[src/logic/sis_params.svh]
// Purpose: constants of the status indicator sequencer
// Assumes: 125 MHz clock, register index addressing
// Notes:   all timing in ms ticks unless stated
`ifndef SIS_PARAMS_SVH
`define SIS_PARAMS_SVH

// ----------------------------------------
// timing
// ----------------------------------------
`define SIS_CLK_NS 8
`define SIS_TICK_NS 1000000
`define SIS_TICK_CYC (`SIS_TICK_NS / `SIS_CLK_NS)
`define SIS_FLASH_MS 8'hfa
`define SIS_BEEP_MS 8'h50
`define SIS_GAP_MS 8'h50

// ----------------------------------------
// register indices
// ----------------------------------------
`define SIS_REG_CTRL 4'h0
`define SIS_REG_SCAN_PER 4'h1
`define SIS_REG_SAME_TO 4'h2
`define SIS_REG_STATE 4'h3
`define SIS_REG_IRQ_STAT 4'h4
`define SIS_REG_IRQ_CLR 4'h5
`define SIS_REG_IRQ_EN 4'h6

// ----------------------------------------
// control bits and reset values
// ----------------------------------------
`define SIS_CTRL_IR_SLEEP 0
`define SIS_CTRL_TO_BEEP 1
`define SIS_CTRL_RST 3'h0
`define SIS_SCAN_PER_RST 16'h1388
`define SIS_SAME_TO_RST 16'h01f4

// ----------------------------------------
// interrupt event bits
// ----------------------------------------
`define SIS_EV_READ 0
`define SIS_EV_BAD 1
`define SIS_EV_TO 2
`define SIS_EV_SLEEP 3
`define SIS_EV_WAKE 4
`define SIS_EV_FAULT 5
`define SIS_EV_W 6

`endif

[src/logic/sis_pkg.sv]
// Purpose: types of the status indicator sequencer
// Assumes: nothing
// Notes:   states are gray along boot-intro-scan-sleep-wake
package sis_pkg;
	typedef enum logic [2:0] {
		SIS_BOOT = 3'h0,
		SIS_INTRO = 3'h1,
		SIS_SCAN = 3'h3,
		SIS_SLEEP = 3'h2,
		SIS_WAKE = 3'h6,
		SIS_FAULT = 3'h4
	} sis_state_t;
endpackage : sis_pkg

[src/logic/sis_top.sv]
// Purpose: drives status LEDs, beeper and laser from scanner events
// Assumes: all inputs synchronous to clk_i
// Notes:   1 ms tick from divider; beeps queue, never cut short
//
// How it works
// - healthy power-up: both LEDs, one beep, green flashes
// - program entry: three beeps, green flashes throughout
// - program exit: three beeps, green flash stops
// - enabled comm timeout gives three beeps
// - laser failure: red flashes, one error tone
// - motor failure: both flash, two error tones
// - electronic failure: continuous error tone, LEDs dark
// - config memory failure: three beeps at power-up
// - inactivity sends dormant; object in field wakes
// - red lit while laser on, off at expiry
// - good read: green flash, then one beep
// - host not ready: green steady until sent
// - program mode: steady red, error tone on bad label
// - waiting for host: green steady
// - waking from dormant: green flashes
// - same symbol suppressed within same-symbol timeout
`timescale 1ns/1ps
`include "sis_params.svh"

module sis_top #(
	parameter int unsigned TICK_CYC = `SIS_TICK_CYC,
	parameter logic [7:0] FLASH_MS = `SIS_FLASH_MS,
	parameter logic [7:0] BEEP_MS = `SIS_BEEP_MS,
	parameter logic [7:0] GAP_MS = `SIS_GAP_MS
) (
	// clock and reset
	input wire logic clk_i,
	input wire logic sys_rst_i,
	// register port
	input wire logic [3:0] reg_addr_i,
	input wire logic [15:0] reg_wdata_i,
	input wire logic reg_wr_i,
	input wire logic reg_rd_i,
	output logic [15:0] reg_rdata_o,
	// self-test results, valid with done pulse
	input wire logic selftest_done_i,
	input wire logic laser_fail_i,
	input wire logic motor_fail_i,
	input wire logic elec_fail_i,
	input wire logic cfg_fail_i,
	// scanner events
	input wire logic prog_mode_i,
	input wire logic bad_label_i,
	input wire logic good_read_i,
	input wire logic [7:0] symbol_id_i,
	input wire logic comm_timeout_i,
	input wire logic host_ready_i,
	input wire logic ir_presence_i,
	input wire logic motor_ready_i,
	// indicators and actuators
	output logic led_red_o,
	output logic led_green_o,
	output logic beeper_o,
	output logic razz_o,
	output logic laser_diode_o,
	output logic motor_en_o,
	output logic irq_o
);

	// ----------------------------------------
	// declarations
	// ----------------------------------------
	sis_pkg::sis_state_t state_ff; // main sequence
	logic [16:0] tick_cnt_ff; // ms divider
	logic tick_ff; // 1 ms enable
	logic [7:0] flash_cnt_ff; // flash half period
	logic flash_ff; // shared blink phase
	logic [2:0] ctrl_ff; // control bits
	logic [15:0] scan_per_ff; // inactivity limit, ms
	logic [15:0] same_to_ff; // same-symbol window, ms
	logic [`SIS_EV_W-1:0] irq_stat_ff; // sticky events
	logic [`SIS_EV_W-1:0] irq_en_ff; // event mask
	logic f_laser_ff, f_motor_ff, f_elec_ff; // fault latches
	logic [15:0] idle_ff; // ms since last activity
	logic prog_q_ff; // last program mode level
	logic [7:0] last_sym_ff; // last reported symbol
	logic sym_vld_ff; // last_sym_ff holds a symbol
	logic [15:0] same_tmr_ff; // same-symbol countdown
	logic [7:0] gflash_ff; // single green flash time
	logic beep_after_ff; // beep owed after flash
	logic tx_pend_ff; // data waits for host
	logic [3:0] beep_cnt_ff; // queued normal beeps
	logic [3:0] razz_cnt_ff; // queued error tones
	logic [7:0] tone_tmr_ff; // tone on or gap time
	logic tone_on_ff; // tone sounding
	logic tone_razz_ff; // tone is error kind
	logic [2:0] beep_add, razz_add; // tones queued now
	logic accept; // good read to report
	logic sleep_go; // enter dormant
	logic prog_edge; // program mode changed
	logic any_ev; // good read, bad label or program change this cycle
	logic [`SIS_EV_W-1:0] ev; // events this cycle
	logic tone_start; // player takes a tone
	logic tone_pick_razz; // that tone is an error

	// ----------------------------------------
	// helpers
	// ----------------------------------------
	// saturating queue add
	function automatic logic [3:0] q_add(input logic [3:0] c,
		input logic [2:0] n, input logic take);
		logic [4:0] s;
		s = {1'b0, c} + {2'b00, n} - {4'h0, take};
		q_add = s[4] ? 4'hf : s[3:0];
	endfunction : q_add

	// ms countdown
	function automatic logic [15:0] dn16(input logic [15:0] v);
		dn16 = (v == 16'h0) ? 16'h0 : v - 16'h1;
	endfunction : dn16

	// ----------------------------------------
	// timebase
	// ----------------------------------------
	// divider producing the 1 ms enable
	always_ff @(posedge clk_i or posedge sys_rst_i) begin
		if (sys_rst_i) begin
			tick_cnt_ff <= 17'h0;
			tick_ff <= 1'b0;
		end else if (tick_cnt_ff == 17'(TICK_CYC - 1)) begin
			tick_cnt_ff <= 17'h0;
			tick_ff <= 1'b1;
		end else begin
			tick_cnt_ff <= tick_cnt_ff + 17'h1;
			tick_ff <= 1'b0;
		end
	end

	// common blink phase for every flashing LED
	always_ff @(posedge clk_i or posedge sys_rst_i) begin
		if (sys_rst_i) begin
			flash_cnt_ff <= 8'h0;
			flash_ff <= 1'b1;
		end else if (tick_ff) begin
			if (flash_cnt_ff >= FLASH_MS - 8'h1) begin
				flash_cnt_ff <= 8'h0;
				flash_ff <= ~flash_ff;
			end else begin
				flash_cnt_ff <= flash_cnt_ff + 8'h1;
			end
		end
	end

	// ----------------------------------------
	// registers
	// ----------------------------------------
	// software-written configuration
	always_ff @(posedge clk_i or posedge sys_rst_i) begin
		if (sys_rst_i) begin
			ctrl_ff <= `SIS_CTRL_RST;
			scan_per_ff <= `SIS_SCAN_PER_RST;
			same_to_ff <= `SIS_SAME_TO_RST;
			irq_en_ff <= '0;
		end else if (reg_wr_i) begin
			case (reg_addr_i)
				`SIS_REG_CTRL: ctrl_ff <= reg_wdata_i[2:0];
				`SIS_REG_SCAN_PER: scan_per_ff <= reg_wdata_i;
				`SIS_REG_SAME_TO: same_to_ff <= reg_wdata_i;
				`SIS_REG_IRQ_EN:
					irq_en_ff <= reg_wdata_i[`SIS_EV_W-1:0];
				default: ; // others read-only or ignored
			endcase
		end
	end

	// read data, one cycle after the strobe
	always_ff @(posedge clk_i or posedge sys_rst_i) begin
		if (sys_rst_i) begin
			reg_rdata_o <= 16'h0;
		end else if (reg_rd_i) begin
			case (reg_addr_i)
				`SIS_REG_CTRL: reg_rdata_o <= {13'h0, ctrl_ff};
				`SIS_REG_SCAN_PER: reg_rdata_o <= scan_per_ff;
				`SIS_REG_SAME_TO: reg_rdata_o <= same_to_ff;
				`SIS_REG_STATE: reg_rdata_o <= {7'h0, tx_pend_ff,
					prog_q_ff, f_elec_ff, f_motor_ff, f_laser_ff,
					1'b0, state_ff};
				`SIS_REG_IRQ_STAT:
					reg_rdata_o <= {10'h0, irq_stat_ff};
				`SIS_REG_IRQ_EN: reg_rdata_o <= {10'h0, irq_en_ff};
				default: reg_rdata_o <= 16'h0; // unmapped
			endcase
		end else begin
			reg_rdata_o <= 16'h0;
		end
	end

	// ----------------------------------------
	// interrupts
	// ----------------------------------------
	// sticky status; a new event beats a clear
	always_ff @(posedge clk_i or posedge sys_rst_i) begin
		if (sys_rst_i) begin
			irq_stat_ff <= '0;
		end else begin
			irq_stat_ff <= (irq_stat_ff & ~((reg_wr_i &&
				reg_addr_i == `SIS_REG_IRQ_CLR) ?
				reg_wdata_i[`SIS_EV_W-1:0] : '0)) | ev;
		end
	end

	// level interrupt from a flop
	always_ff @(posedge clk_i or posedge sys_rst_i) begin
		if (sys_rst_i) begin
			irq_o <= 1'b0;
		end else begin
			irq_o <= |(irq_stat_ff & irq_en_ff);
		end
	end

	// ----------------------------------------
	// event decode
	// ----------------------------------------
	assign prog_edge = (state_ff == sis_pkg::SIS_SCAN) &&
		(prog_mode_i != prog_q_ff);
	// repeat of the same label inside the window is dropped
	assign accept = good_read_i && state_ff == sis_pkg::SIS_SCAN &&
		!(sym_vld_ff && symbol_id_i == last_sym_ff &&
		same_tmr_ff != 16'h0);
	assign sleep_go = state_ff == sis_pkg::SIS_SCAN && tick_ff &&
		ctrl_ff[`SIS_CTRL_IR_SLEEP] && !prog_q_ff && !tx_pend_ff &&
		idle_ff >= scan_per_ff;
	assign any_ev = accept || bad_label_i || prog_edge;

	// interrupt events of this cycle
	always_comb begin
		ev = '0;
		ev[`SIS_EV_READ] = accept;
		ev[`SIS_EV_BAD] = bad_label_i && prog_q_ff &&
			state_ff == sis_pkg::SIS_SCAN;
		ev[`SIS_EV_TO] = comm_timeout_i &&
			state_ff == sis_pkg::SIS_SCAN;
		ev[`SIS_EV_SLEEP] = sleep_go;
		ev[`SIS_EV_WAKE] = state_ff == sis_pkg::SIS_WAKE &&
			motor_ready_i;
		ev[`SIS_EV_FAULT] = state_ff == sis_pkg::SIS_BOOT &&
			selftest_done_i && (laser_fail_i || motor_fail_i ||
			elec_fail_i || cfg_fail_i);
	end

	// tones requested this cycle; only the highest-priority beep source counts, error tones apart
	always_comb begin
		beep_add = 3'h0;
		razz_add = 3'h0;
		if (state_ff == sis_pkg::SIS_BOOT && selftest_done_i) begin
			if (elec_fail_i) begin
				razz_add = 3'h0; // continuous tone instead
			end else if (motor_fail_i) begin
				razz_add = 3'h2;
			end else if (laser_fail_i) begin
				razz_add = 3'h1;
			end else if (cfg_fail_i) begin
				beep_add = 3'h3;
			end else begin
				beep_add = 3'h1;
			end
		end else if (state_ff == sis_pkg::SIS_SCAN) begin
			if (prog_edge) begin
				beep_add = 3'h3;
			end else if (comm_timeout_i &&
				ctrl_ff[`SIS_CTRL_TO_BEEP]) begin
				beep_add = 3'h3;
			end else if (beep_after_ff && gflash_ff == 8'h1 &&
				tick_ff) begin
				beep_add = 3'h1; // beep follows flash
			end
			if (bad_label_i && prog_q_ff) begin
				razz_add = 3'h1;
			end
		end
	end

	// ----------------------------------------
	// main sequence
	// ----------------------------------------
	// power-up, scanning, dormancy and wake
	always_ff @(posedge clk_i or posedge sys_rst_i) begin
		if (sys_rst_i) begin
			state_ff <= sis_pkg::SIS_BOOT;
		end else begin
			case (state_ff)
				sis_pkg::SIS_BOOT: begin
					if (selftest_done_i) begin
						if (elec_fail_i || motor_fail_i ||
							laser_fail_i) begin
							state_ff <= sis_pkg::SIS_FAULT;
						end else begin
							state_ff <= sis_pkg::SIS_INTRO;
						end
					end
				end
				sis_pkg::SIS_INTRO: begin
					// ready once the start-up tones are done
					if (beep_cnt_ff == 4'h0 && !tone_on_ff &&
						tone_tmr_ff == 8'h0) begin
						state_ff <= sis_pkg::SIS_SCAN;
					end
				end
				sis_pkg::SIS_SCAN: begin
					if (sleep_go) begin
						state_ff <= sis_pkg::SIS_SLEEP;
					end
				end
				sis_pkg::SIS_SLEEP: begin
					if (ir_presence_i) begin
						state_ff <= sis_pkg::SIS_WAKE;
					end
				end
				sis_pkg::SIS_WAKE: begin
					if (motor_ready_i) begin
						state_ff <= sis_pkg::SIS_SCAN;
					end
				end
				sis_pkg::SIS_FAULT: ; // held until power cycle
				default: state_ff <= sis_pkg::SIS_BOOT;
			endcase
		end
	end

	// failure latches, caught at the self-test pulse
	always_ff @(posedge clk_i or posedge sys_rst_i) begin
		if (sys_rst_i) begin
			f_laser_ff <= 1'b0;
			f_motor_ff <= 1'b0;
			f_elec_ff <= 1'b0;
		end else if (state_ff == sis_pkg::SIS_BOOT &&
			selftest_done_i) begin
			f_elec_ff <= elec_fail_i;
			f_motor_ff <= motor_fail_i && !elec_fail_i;
			f_laser_ff <= laser_fail_i && !motor_fail_i &&
				!elec_fail_i;
		end
	end

	// inactivity counter and program mode tracking
	always_ff @(posedge clk_i or posedge sys_rst_i) begin
		if (sys_rst_i) begin
			idle_ff <= 16'h0;
			prog_q_ff <= 1'b0;
		end else begin
			if (state_ff == sis_pkg::SIS_SCAN) begin
				prog_q_ff <= prog_mode_i;
			end
			if (state_ff != sis_pkg::SIS_SCAN || any_ev ||
				sleep_go) begin
				idle_ff <= 16'h0;
			end else if (tick_ff && idle_ff != 16'hffff) begin
				idle_ff <= idle_ff + 16'h1;
			end
		end
	end

	// read reporting: same-symbol window, flash, host wait
	always_ff @(posedge clk_i or posedge sys_rst_i) begin
		if (sys_rst_i) begin
			last_sym_ff <= 8'h0;
			sym_vld_ff <= 1'b0;
			same_tmr_ff <= 16'h0;
			gflash_ff <= 8'h0;
			beep_after_ff <= 1'b0;
			tx_pend_ff <= 1'b0;
		end else begin
			if (good_read_i && state_ff == sis_pkg::SIS_SCAN) begin
				last_sym_ff <= symbol_id_i;
				sym_vld_ff <= 1'b1;
				same_tmr_ff <= same_to_ff; // restarts on repeats
			end else if (tick_ff) begin
				same_tmr_ff <= dn16(same_tmr_ff);
			end
			if (accept) begin
				gflash_ff <= FLASH_MS;
				beep_after_ff <= 1'b1;
			end else if (tick_ff && gflash_ff != 8'h0) begin
				gflash_ff <= gflash_ff - 8'h1;
				if (gflash_ff == 8'h1) begin
					beep_after_ff <= 1'b0;
				end
			end
			if (accept) begin
				tx_pend_ff <= 1'b1;
			end else if (host_ready_i) begin
				tx_pend_ff <= 1'b0;
			end
		end
	end

	// ----------------------------------------
	// tone player
	// ----------------------------------------
	assign tone_start = !tone_on_ff && tone_tmr_ff == 8'h0 &&
		(razz_cnt_ff != 4'h0 || beep_cnt_ff != 4'h0);
	assign tone_pick_razz = razz_cnt_ff != 4'h0; // errors first

	// queues; requests beyond a count of 15 are dropped
	always_ff @(posedge clk_i or posedge sys_rst_i) begin
		if (sys_rst_i) begin
			beep_cnt_ff <= 4'h0;
			razz_cnt_ff <= 4'h0;
		end else begin
			beep_cnt_ff <= q_add(beep_cnt_ff, beep_add,
				tone_start && !tone_pick_razz);
			razz_cnt_ff <= q_add(razz_cnt_ff, razz_add,
				tone_start && tone_pick_razz);
		end
	end

	// each tone sounds BEEP_MS then rests GAP_MS
	always_ff @(posedge clk_i or posedge sys_rst_i) begin
		if (sys_rst_i) begin
			tone_on_ff <= 1'b0;
			tone_razz_ff <= 1'b0;
			tone_tmr_ff <= 8'h0;
		end else if (tone_start) begin
			tone_on_ff <= 1'b1;
			tone_razz_ff <= tone_pick_razz;
			tone_tmr_ff <= BEEP_MS;
		end else if (tick_ff) begin
			if (tone_tmr_ff > 8'h1) begin
				tone_tmr_ff <= tone_tmr_ff - 8'h1;
			end else if (tone_on_ff) begin
				tone_on_ff <= 1'b0;
				tone_tmr_ff <= GAP_MS;
			end else begin
				tone_tmr_ff <= 8'h0;
			end
		end
	end

	// ----------------------------------------
	// outputs
	// ----------------------------------------
	// LED, beeper, laser and motor drive
	always_ff @(posedge clk_i or posedge sys_rst_i) begin
		if (sys_rst_i) begin
			led_red_o <= 1'b0;
			led_green_o <= 1'b0;
			beeper_o <= 1'b0;
			razz_o <= 1'b0;
			laser_diode_o <= 1'b0;
			motor_en_o <= 1'b0;
		end else begin
			beeper_o <= tone_on_ff;
			razz_o <= tone_on_ff && tone_razz_ff;
			laser_diode_o <= 1'b0;
			motor_en_o <= 1'b0;
			led_red_o <= 1'b0;
			led_green_o <= 1'b0;
			case (state_ff)
				sis_pkg::SIS_INTRO: begin
					led_red_o <= 1'b1;
					led_green_o <= flash_ff;
					motor_en_o <= 1'b1;
				end
				sis_pkg::SIS_SCAN: begin
					laser_diode_o <= 1'b1;
					motor_en_o <= 1'b1;
					led_red_o <= 1'b1; // follows laser
					if (prog_q_ff) begin
						led_green_o <= flash_ff;
					end else begin
						led_green_o <= gflash_ff != 8'h0 ||
							tx_pend_ff;
					end
				end
				sis_pkg::SIS_WAKE: begin
					motor_en_o <= 1'b1; // spin-up
					led_green_o <= flash_ff;
				end
				sis_pkg::SIS_FAULT: begin
					if (f_elec_ff) begin
						beeper_o <= 1'b1;
						razz_o <= 1'b1; // LEDs stay dark
					end else begin
						led_red_o <= flash_ff;
						led_green_o <= f_motor_ff && flash_ff;
					end
				end
				default: ; // boot and sleep: all dark
			endcase
		end
	end

endmodule : sis_top

[config.mk]
export PLATFORM = sky130hd
export DESIGN_NAME = sis_top
export DESIGN_NICKNAME = d
export VERILOG_FILES = /design/src/logic/sis_pkg.sv /design/src/logic/sis_top.sv
export VERILOG_INCLUDE_DIRS = /design/src /design/src/logic
export SDC_FILE = /design/constraint.sdc
export NUM_CORES = 1
export LEC_CHECK = 0
export BUFFER_PORTS_ARGS = -buffer_cell sky130_fd_sc_hd__buf_2
export CORE_MARGIN = 1
export CORE_UTILIZATION = 60
export DETAILED_ROUTE_END_ITERATION = 12
export PLACE_DENSITY = 0.8
export SLEW_MARGIN = 20
export SYNTH_ARGS = -nofsm -noshare
export SYNTH_HDL_FRONTEND = slang
export SYNTH_SLANG_ARGS = --single-unit
[constraint.sdc]
create_clock -name clk_i -period 13.7 [get_ports clk_i]
set_input_delay 2.74 -clock clk_i [delete_from_list [all_inputs] [get_ports clk_i]]
set_output_delay 2.74 -clock clk_i [all_outputs]
set_load 0.02 [all_outputs]
Word level (Yosys, flattened, before mapping). Cells that the tools add are included.

Reduce and logical (&&, ||, !) cells: 78. Multiplexer cells: 60. Equality and inequality tests: 23. $add $sub $neg: 10. $lt $le $gt $ge: 3. Bitwise logic cells: 6.

Operators by type and width (number): $mux 16 (6); $pmux 16 s6 (1); $mux 8 (6); $logic_and 1x1->1 (33); $mux 3 (8); $mux 1 (22); $mux 2 (9); $pmux 3 s6 (1); $add 17x1->17 const B (1); $eq 17x17->1 const B (1); $mux 17 (1); $add 16x1->16 const B (1); $ge 16x16->1 (1); $logic_not 16->1 (1); $ne 16x16->1 const B (1); $reduce_bool 16->1 (1); $sub 16x1->16 const B (1); $sub 8x1->8 const B (2); $reduce_and 2->1 (7); $and 6x6->6 (2); $eq 4x3->1 const B (3); $ne 2x2->1 const B (6); $reduce_bool 2->1 (6); $logic_or 1x1->1 (11); other kinds (32) (48).

Output and inout port bits: 23. Bits in registers: 173. Input port bits: 44. Word-level logic and storage cells: 214.

Longest topological paths before layout.
Depth after elaboration: 11. Depth in mapped cells: 16. Gate-level depth less buffers: 16.

Least setup slack after synthesis. OpenSTA, ideal clock, no wires.

Path kind: input port to flip-flop. From: in selftest_done_i. To: reg razz_cnt_ff[0]. Stages: 14. Library setup time: 0.129 ns. Setup slack: 8.754 ns. Data required time: 13.571 ns. Path buffers: 0. Arrival: 4.817 ns. Cells stage by stage: nand3_1 nor4b_1 a31oi_1 ha_1 inv_1 ha_1 inv_1 fa_1 inv_1 a21oi_1 nor2_1 nor2_1 xnor2_1 nand2b_1.

Longest elaborated chain between the ends: 5.

Ends and longest elaborated chain: start, declared (RTL line sis_top.sv:41) `input wire logic selftest_done_i,`; $logic_and 1x1->1 (RTL line sis_top.sv:250) `if (state_ff == sis_pkg::SIS_BOOT && selftest_done_i) begin`; $mux 3 (RTL line sis_top.sv:250); $add 4x3->5 (RTL line sis_top.sv:108) `s = {1'b0, c} + {2'b00, n} - {4'h0, take};`; $sub 5x1->5 (RTL line sis_top.sv:108); $mux 4 (RTL line sis_top.sv:109) `q_add = s[4] ? 4'hf : s[3:0];`; end signal, assigned (RTL line sis_top.sv:407) `razz_cnt_ff <= q_add(razz_cnt_ff, razz_add,`; end, declared (RTL line sis_top.sv:88) `logic [3:0] razz_cnt_ff;`.

No other way between the ends. A chain may end at the register's enable or synchronous reset.

Final worst setup path. Same ends and word-level chain as after synthesis.

==> results.sh <==
export IMPL_yosysUniqueCellTypes=61
export IMPL_syn_area_um2=8910
export IMPL_clock_latency_ns=0.43
export IMPL_netSwitchingPower_uw=294
export IMPL_clock_fmax_mhz=199
export IMPL_die_h_um=124
export IMPL_nets=1046
export IMPL_postSynthAreaPerCell_um2=9.96
export IMPL_synth_edf_count=0
export IMPL_ctsResizeCount=0
export IMPL_period_minus_slack_ns=5.03
export IMPL_post_place_cells=1122
export IMPL_cp_top_family="simple AND/OR/NAND/NOR gates"
export IMPL_synthMuxAreaShare_pct=6.10
export IMPL_finalSetupTns_ns=0
export IMPL_hpwl_mm=13.9
export IMPL_rr_endpoint="beep_cnt_ff[2]"
export IMPL_antenna_left=0
export IMPL_setup_worst_path_class="in2reg"
export IMPL_root_buffer="clkbuf_16"
export IMPL_cts_tree="yes"
export IMPL_crit_required_ns=14.00
export IMPL_crit_slowest_cell="nor4b_1"
export IMPL_clk_path_buf_depth=2
export IMPL_p_per_area_nw_per_um2=118
export IMPL_p_seq_share_pct=49.6
export IMPL_postCtsSetupBuffers=0
export IMPL_htree_levels=4
export IMPL_reg2regPathDepth=15
export IMPL_pwr_share_comb_pct=11.0
export IMPL_grt_pass1_wl_mm=32.2
export IMPL_dieArea_um2=15300
export IMPL_worstHoldPathType="reg2reg"
export IMPL_cts_hold_buffers=0
export IMPL_path_cells="buf_2, nand3_1, nor4b_1, a31oi_1, ha_1, inv_1, ha_1, inv_1, fa_1, inv_1, a21oi_1, nor2_1, nor2_1, xnor2_1, nand2b_1"
export IMPL_wl_per_cell_um=17.5
export IMPL_cts_made_buffers=17
export IMPL_reg2reg_slack_ns=10.03
export IMPL_vias=6877
export IMPL_ys_top_cells_by_count="161 x dfrtp_1, 119 x nand2_1, 73 x nor2_1, 53 x inv_1"
export IMPL_ios=67
export IMPL_antenna_cells=0
export IMPL_grt_pass1_vias=6527
export IMPL_startpoint_type="primary input"
export IMPL_rsz0062_at_grt="no"
export IMPL_synth_area_leaders="dfrtp_1 45%, ha_1 6.0%, mux2_2 5.3%, nand2_1 5.0%, dfstp_2 3.5%"
export IMPL_final_util_pct=68.6
export IMPL_cellLeakagePower_uw=0.00449
export IMPL_synthFlopType="dfrtp_1"
export IMPL_p_total_uw=1180
export IMPL_antenna_found_initial=0
export IMPL_tightestPinTransition_ns=0.930
export IMPL_min_path_cells=2
export IMPL_syn_nets=983
export IMPL_drc=0
export IMPL_syn_to_final_growth_pct=11.9
export IMPL_core_um2=14500
export IMPL_slew_violations=0
export IMPL_rows=44
export IMPL_ys_seq_area_share_pct=48.8
export IMPL_hp_start="beep_after_ff"
export IMPL_drtIter0Drc=535
export IMPL_synth_top_area_cell="dfrtp_1"
export IMPL_ys_ff_latch=173
export IMPL_fin_area_um2=9960
export IMPL_synth_fa_ha_area_share_pct=6.49
export IMPL_max_cap_violations=0
export IMPL_p_int_uw=887
export IMPL_grt_usage_pct=28.0
export IMPL_slew_limit_headroom_pct=38.0
export IMPL_crit_top_cell="inv_1"
export IMPL_yosys_warnings=0
export IMPL_yosysTopAreaCellShare_pct=45.2
export IMPL_setup_viol=0
export IMPL_status="finished, final reports clean"
export IMPL_die_x_um=124
export IMPL_synth_top_family_by_area="simple AND/OR/NAND/NOR gates"
export IMPL_slowest_delay_ns=0.49
export IMPL_arrival_ns=5.33
export IMPL_syn_inst=894
export IMPL_layout_drive_gt1_share_pct=17.4
export IMPL_overflow=0
export IMPL_drt_pass1_iter_count=5
export IMPL_yosysMostFrequentCell="dfrtp_1"
export IMPL_grt_max_degree=106
export IMPL_sw_frac_of_total_pct=24.9
export IMPL_clockPowerShare_pct=39.4
export IMPL_dpl_cell_area_um2=9390
export IMPL_clkSlewWorstSetupHoldPaths_ns=0.06
export IMPL_path_buf_inv=4
export IMPL_async_flop_share_pct=100
export IMPL_cts_sinks=173
export IMPL_hold_path_end="beep_after_ff"
export IMPL_start_util_pct=61.3
export IMPL_wl_mm=20.2
export IMPL_synth_compound_area_share_pct=9.64
export IMPL_final_hold_viol_count=0
export IMPL_gp_congestion=0.875
export IMPL_yosys_area_share_simple_pct=19.6
export IMPL_cp_end_kind="flip-flop"
export IMPL_synth_xor_area_share_pct=5.80
export IMPL_critPathMaxFanout=9
export IMPL_fin_crit_sh_pct=36.7
export IMPL_finClkSkew_ns=0.0105
export IMPL_fin_cells=1154
export IMPL_drt_vias_per_instance=5.96
export IMPL_peakVddDrop_v=0.0000891
export IMPL_buffer_ports_inserted=66
[cell type report]
| class | count | area [µm²] |
|---|---|---|
| well taps | 184 | 230 |
| clock buffers | 26 | 509 |
| flip-flops and latches | 173 | 4340 |
| repair buffers | 71 | 368 |
| inverters | 53 | 204 |
| fillers | 1151 | 4570 |
| clock inverters | 6 | 60.1 |
| multi-input cells | 641 | 4250 |
[stage by stage]
step | hold slack, ns | worst slack, ns
floorplan | 0.438 | 6.29
global placement | 0.450 | 8.46
detailed placement | 0.455 | 8.33
CTS | 0.468 | 8.74
global route | 0.481 | 8.41
finish | 0.469 | 8.67
[cell usage in the layout (no fill, tap or decap), drive strengths merged, types with 4 or more instances in the layout]
cell	instances
clkbuf	26
nand3	25
or3	5
nand2	119
or4	6
buf	71
nor4b	5
nor3b	7
xor2	26
nor2b	4
and2	7
a21o	8
a21oi	37
nor4	10
ha	43
o21ai	34
nor3	43
dfrtp	161
dfstp	12
nor2	73
a22oi	21
o31ai	7
and3	12
nand2b	9
mux2	42
xnor2	33
inv	53
mux2i	7
nand4	11
a31oi	10
and4	5
[worst register-to-register path, delay by kind of cell (launching register included)]
kind / cells / cell delay, ns
buffers and inverters: 2 / 0.43
adder cells (fa/ha/maj): 3 / 0.91
flip-flops: 1 / 0.68
AND/OR/NAND/NOR: 6 / 0.97
XOR/XNOR: 1 / 0.22
AO/OA/AOI/OAI: 3 / 0.36
[how the worst max path moves through the flow]
stage               startpoint                    endpoint  slack [ns]  cells past startpoint
6_report       selftest_done_i              razz_cnt_ff[0]        8.67                     15
5_1_grt        selftest_done_i              razz_cnt_ff[2]        8.41                     15
2_1_floorplan        sys_rst_i  asynchronous set/reset pin        6.29                      1
3_3_place_gp   selftest_done_i              razz_cnt_ff[2]        8.46                     15
4_1_cts        selftest_done_i              razz_cnt_ff[0]        8.74                     15
3_5_place_dp   selftest_done_i              razz_cnt_ff[1]        8.33                     15
[layer usage]
layer  share of wire, %  global-route usage [%]
met2                 47                    44.6
met3                6.3                    5.54
met1                 44                    37.8
met4                2.0                    10.3
met5                  0                       0
[power by group through the flow]
stage / clock, µW / sequential (µW) / combinational, µW
2_1_floorplan: 0 / 583 / 96.3
3_3_place_gp: 0 / 593 / 122
3_5_place_dp: 0 / 593 / 128
4_1_cts: 471 / 585 / 130
5_1_grt: 492 / 589 / 146
6_report: 466 / 585 / 130
[logic make-up (layout without fill, tap and decap cells)]
family,Yosys count,after routing
AND/OR/NAND/NOR,351,351
flip-flops,173,173
AO/OA/AOI/OAI,137,137
buffers and inverters,80,156
XOR/XNOR,59,59
multiplexers,49,49
adder cells (fa/ha/maj),45,45
[sequential cells by signal (all words and copies together), names as in the netlist, 6 cells and up, named ones only]
name and cells:
irq_en_ff 6, reg_rdata_o 16, idle_ff 16, tick_cnt_ff 17
same_tmr_ff 16, tone_tmr_ff 8, gflash_ff 8, flash_cnt_ff 8
last_sym_ff 8, scan_per_ff 16, same_to_ff 16, irq_stat_ff 6
Note: power is estimated with default switching activity, not from simulation.
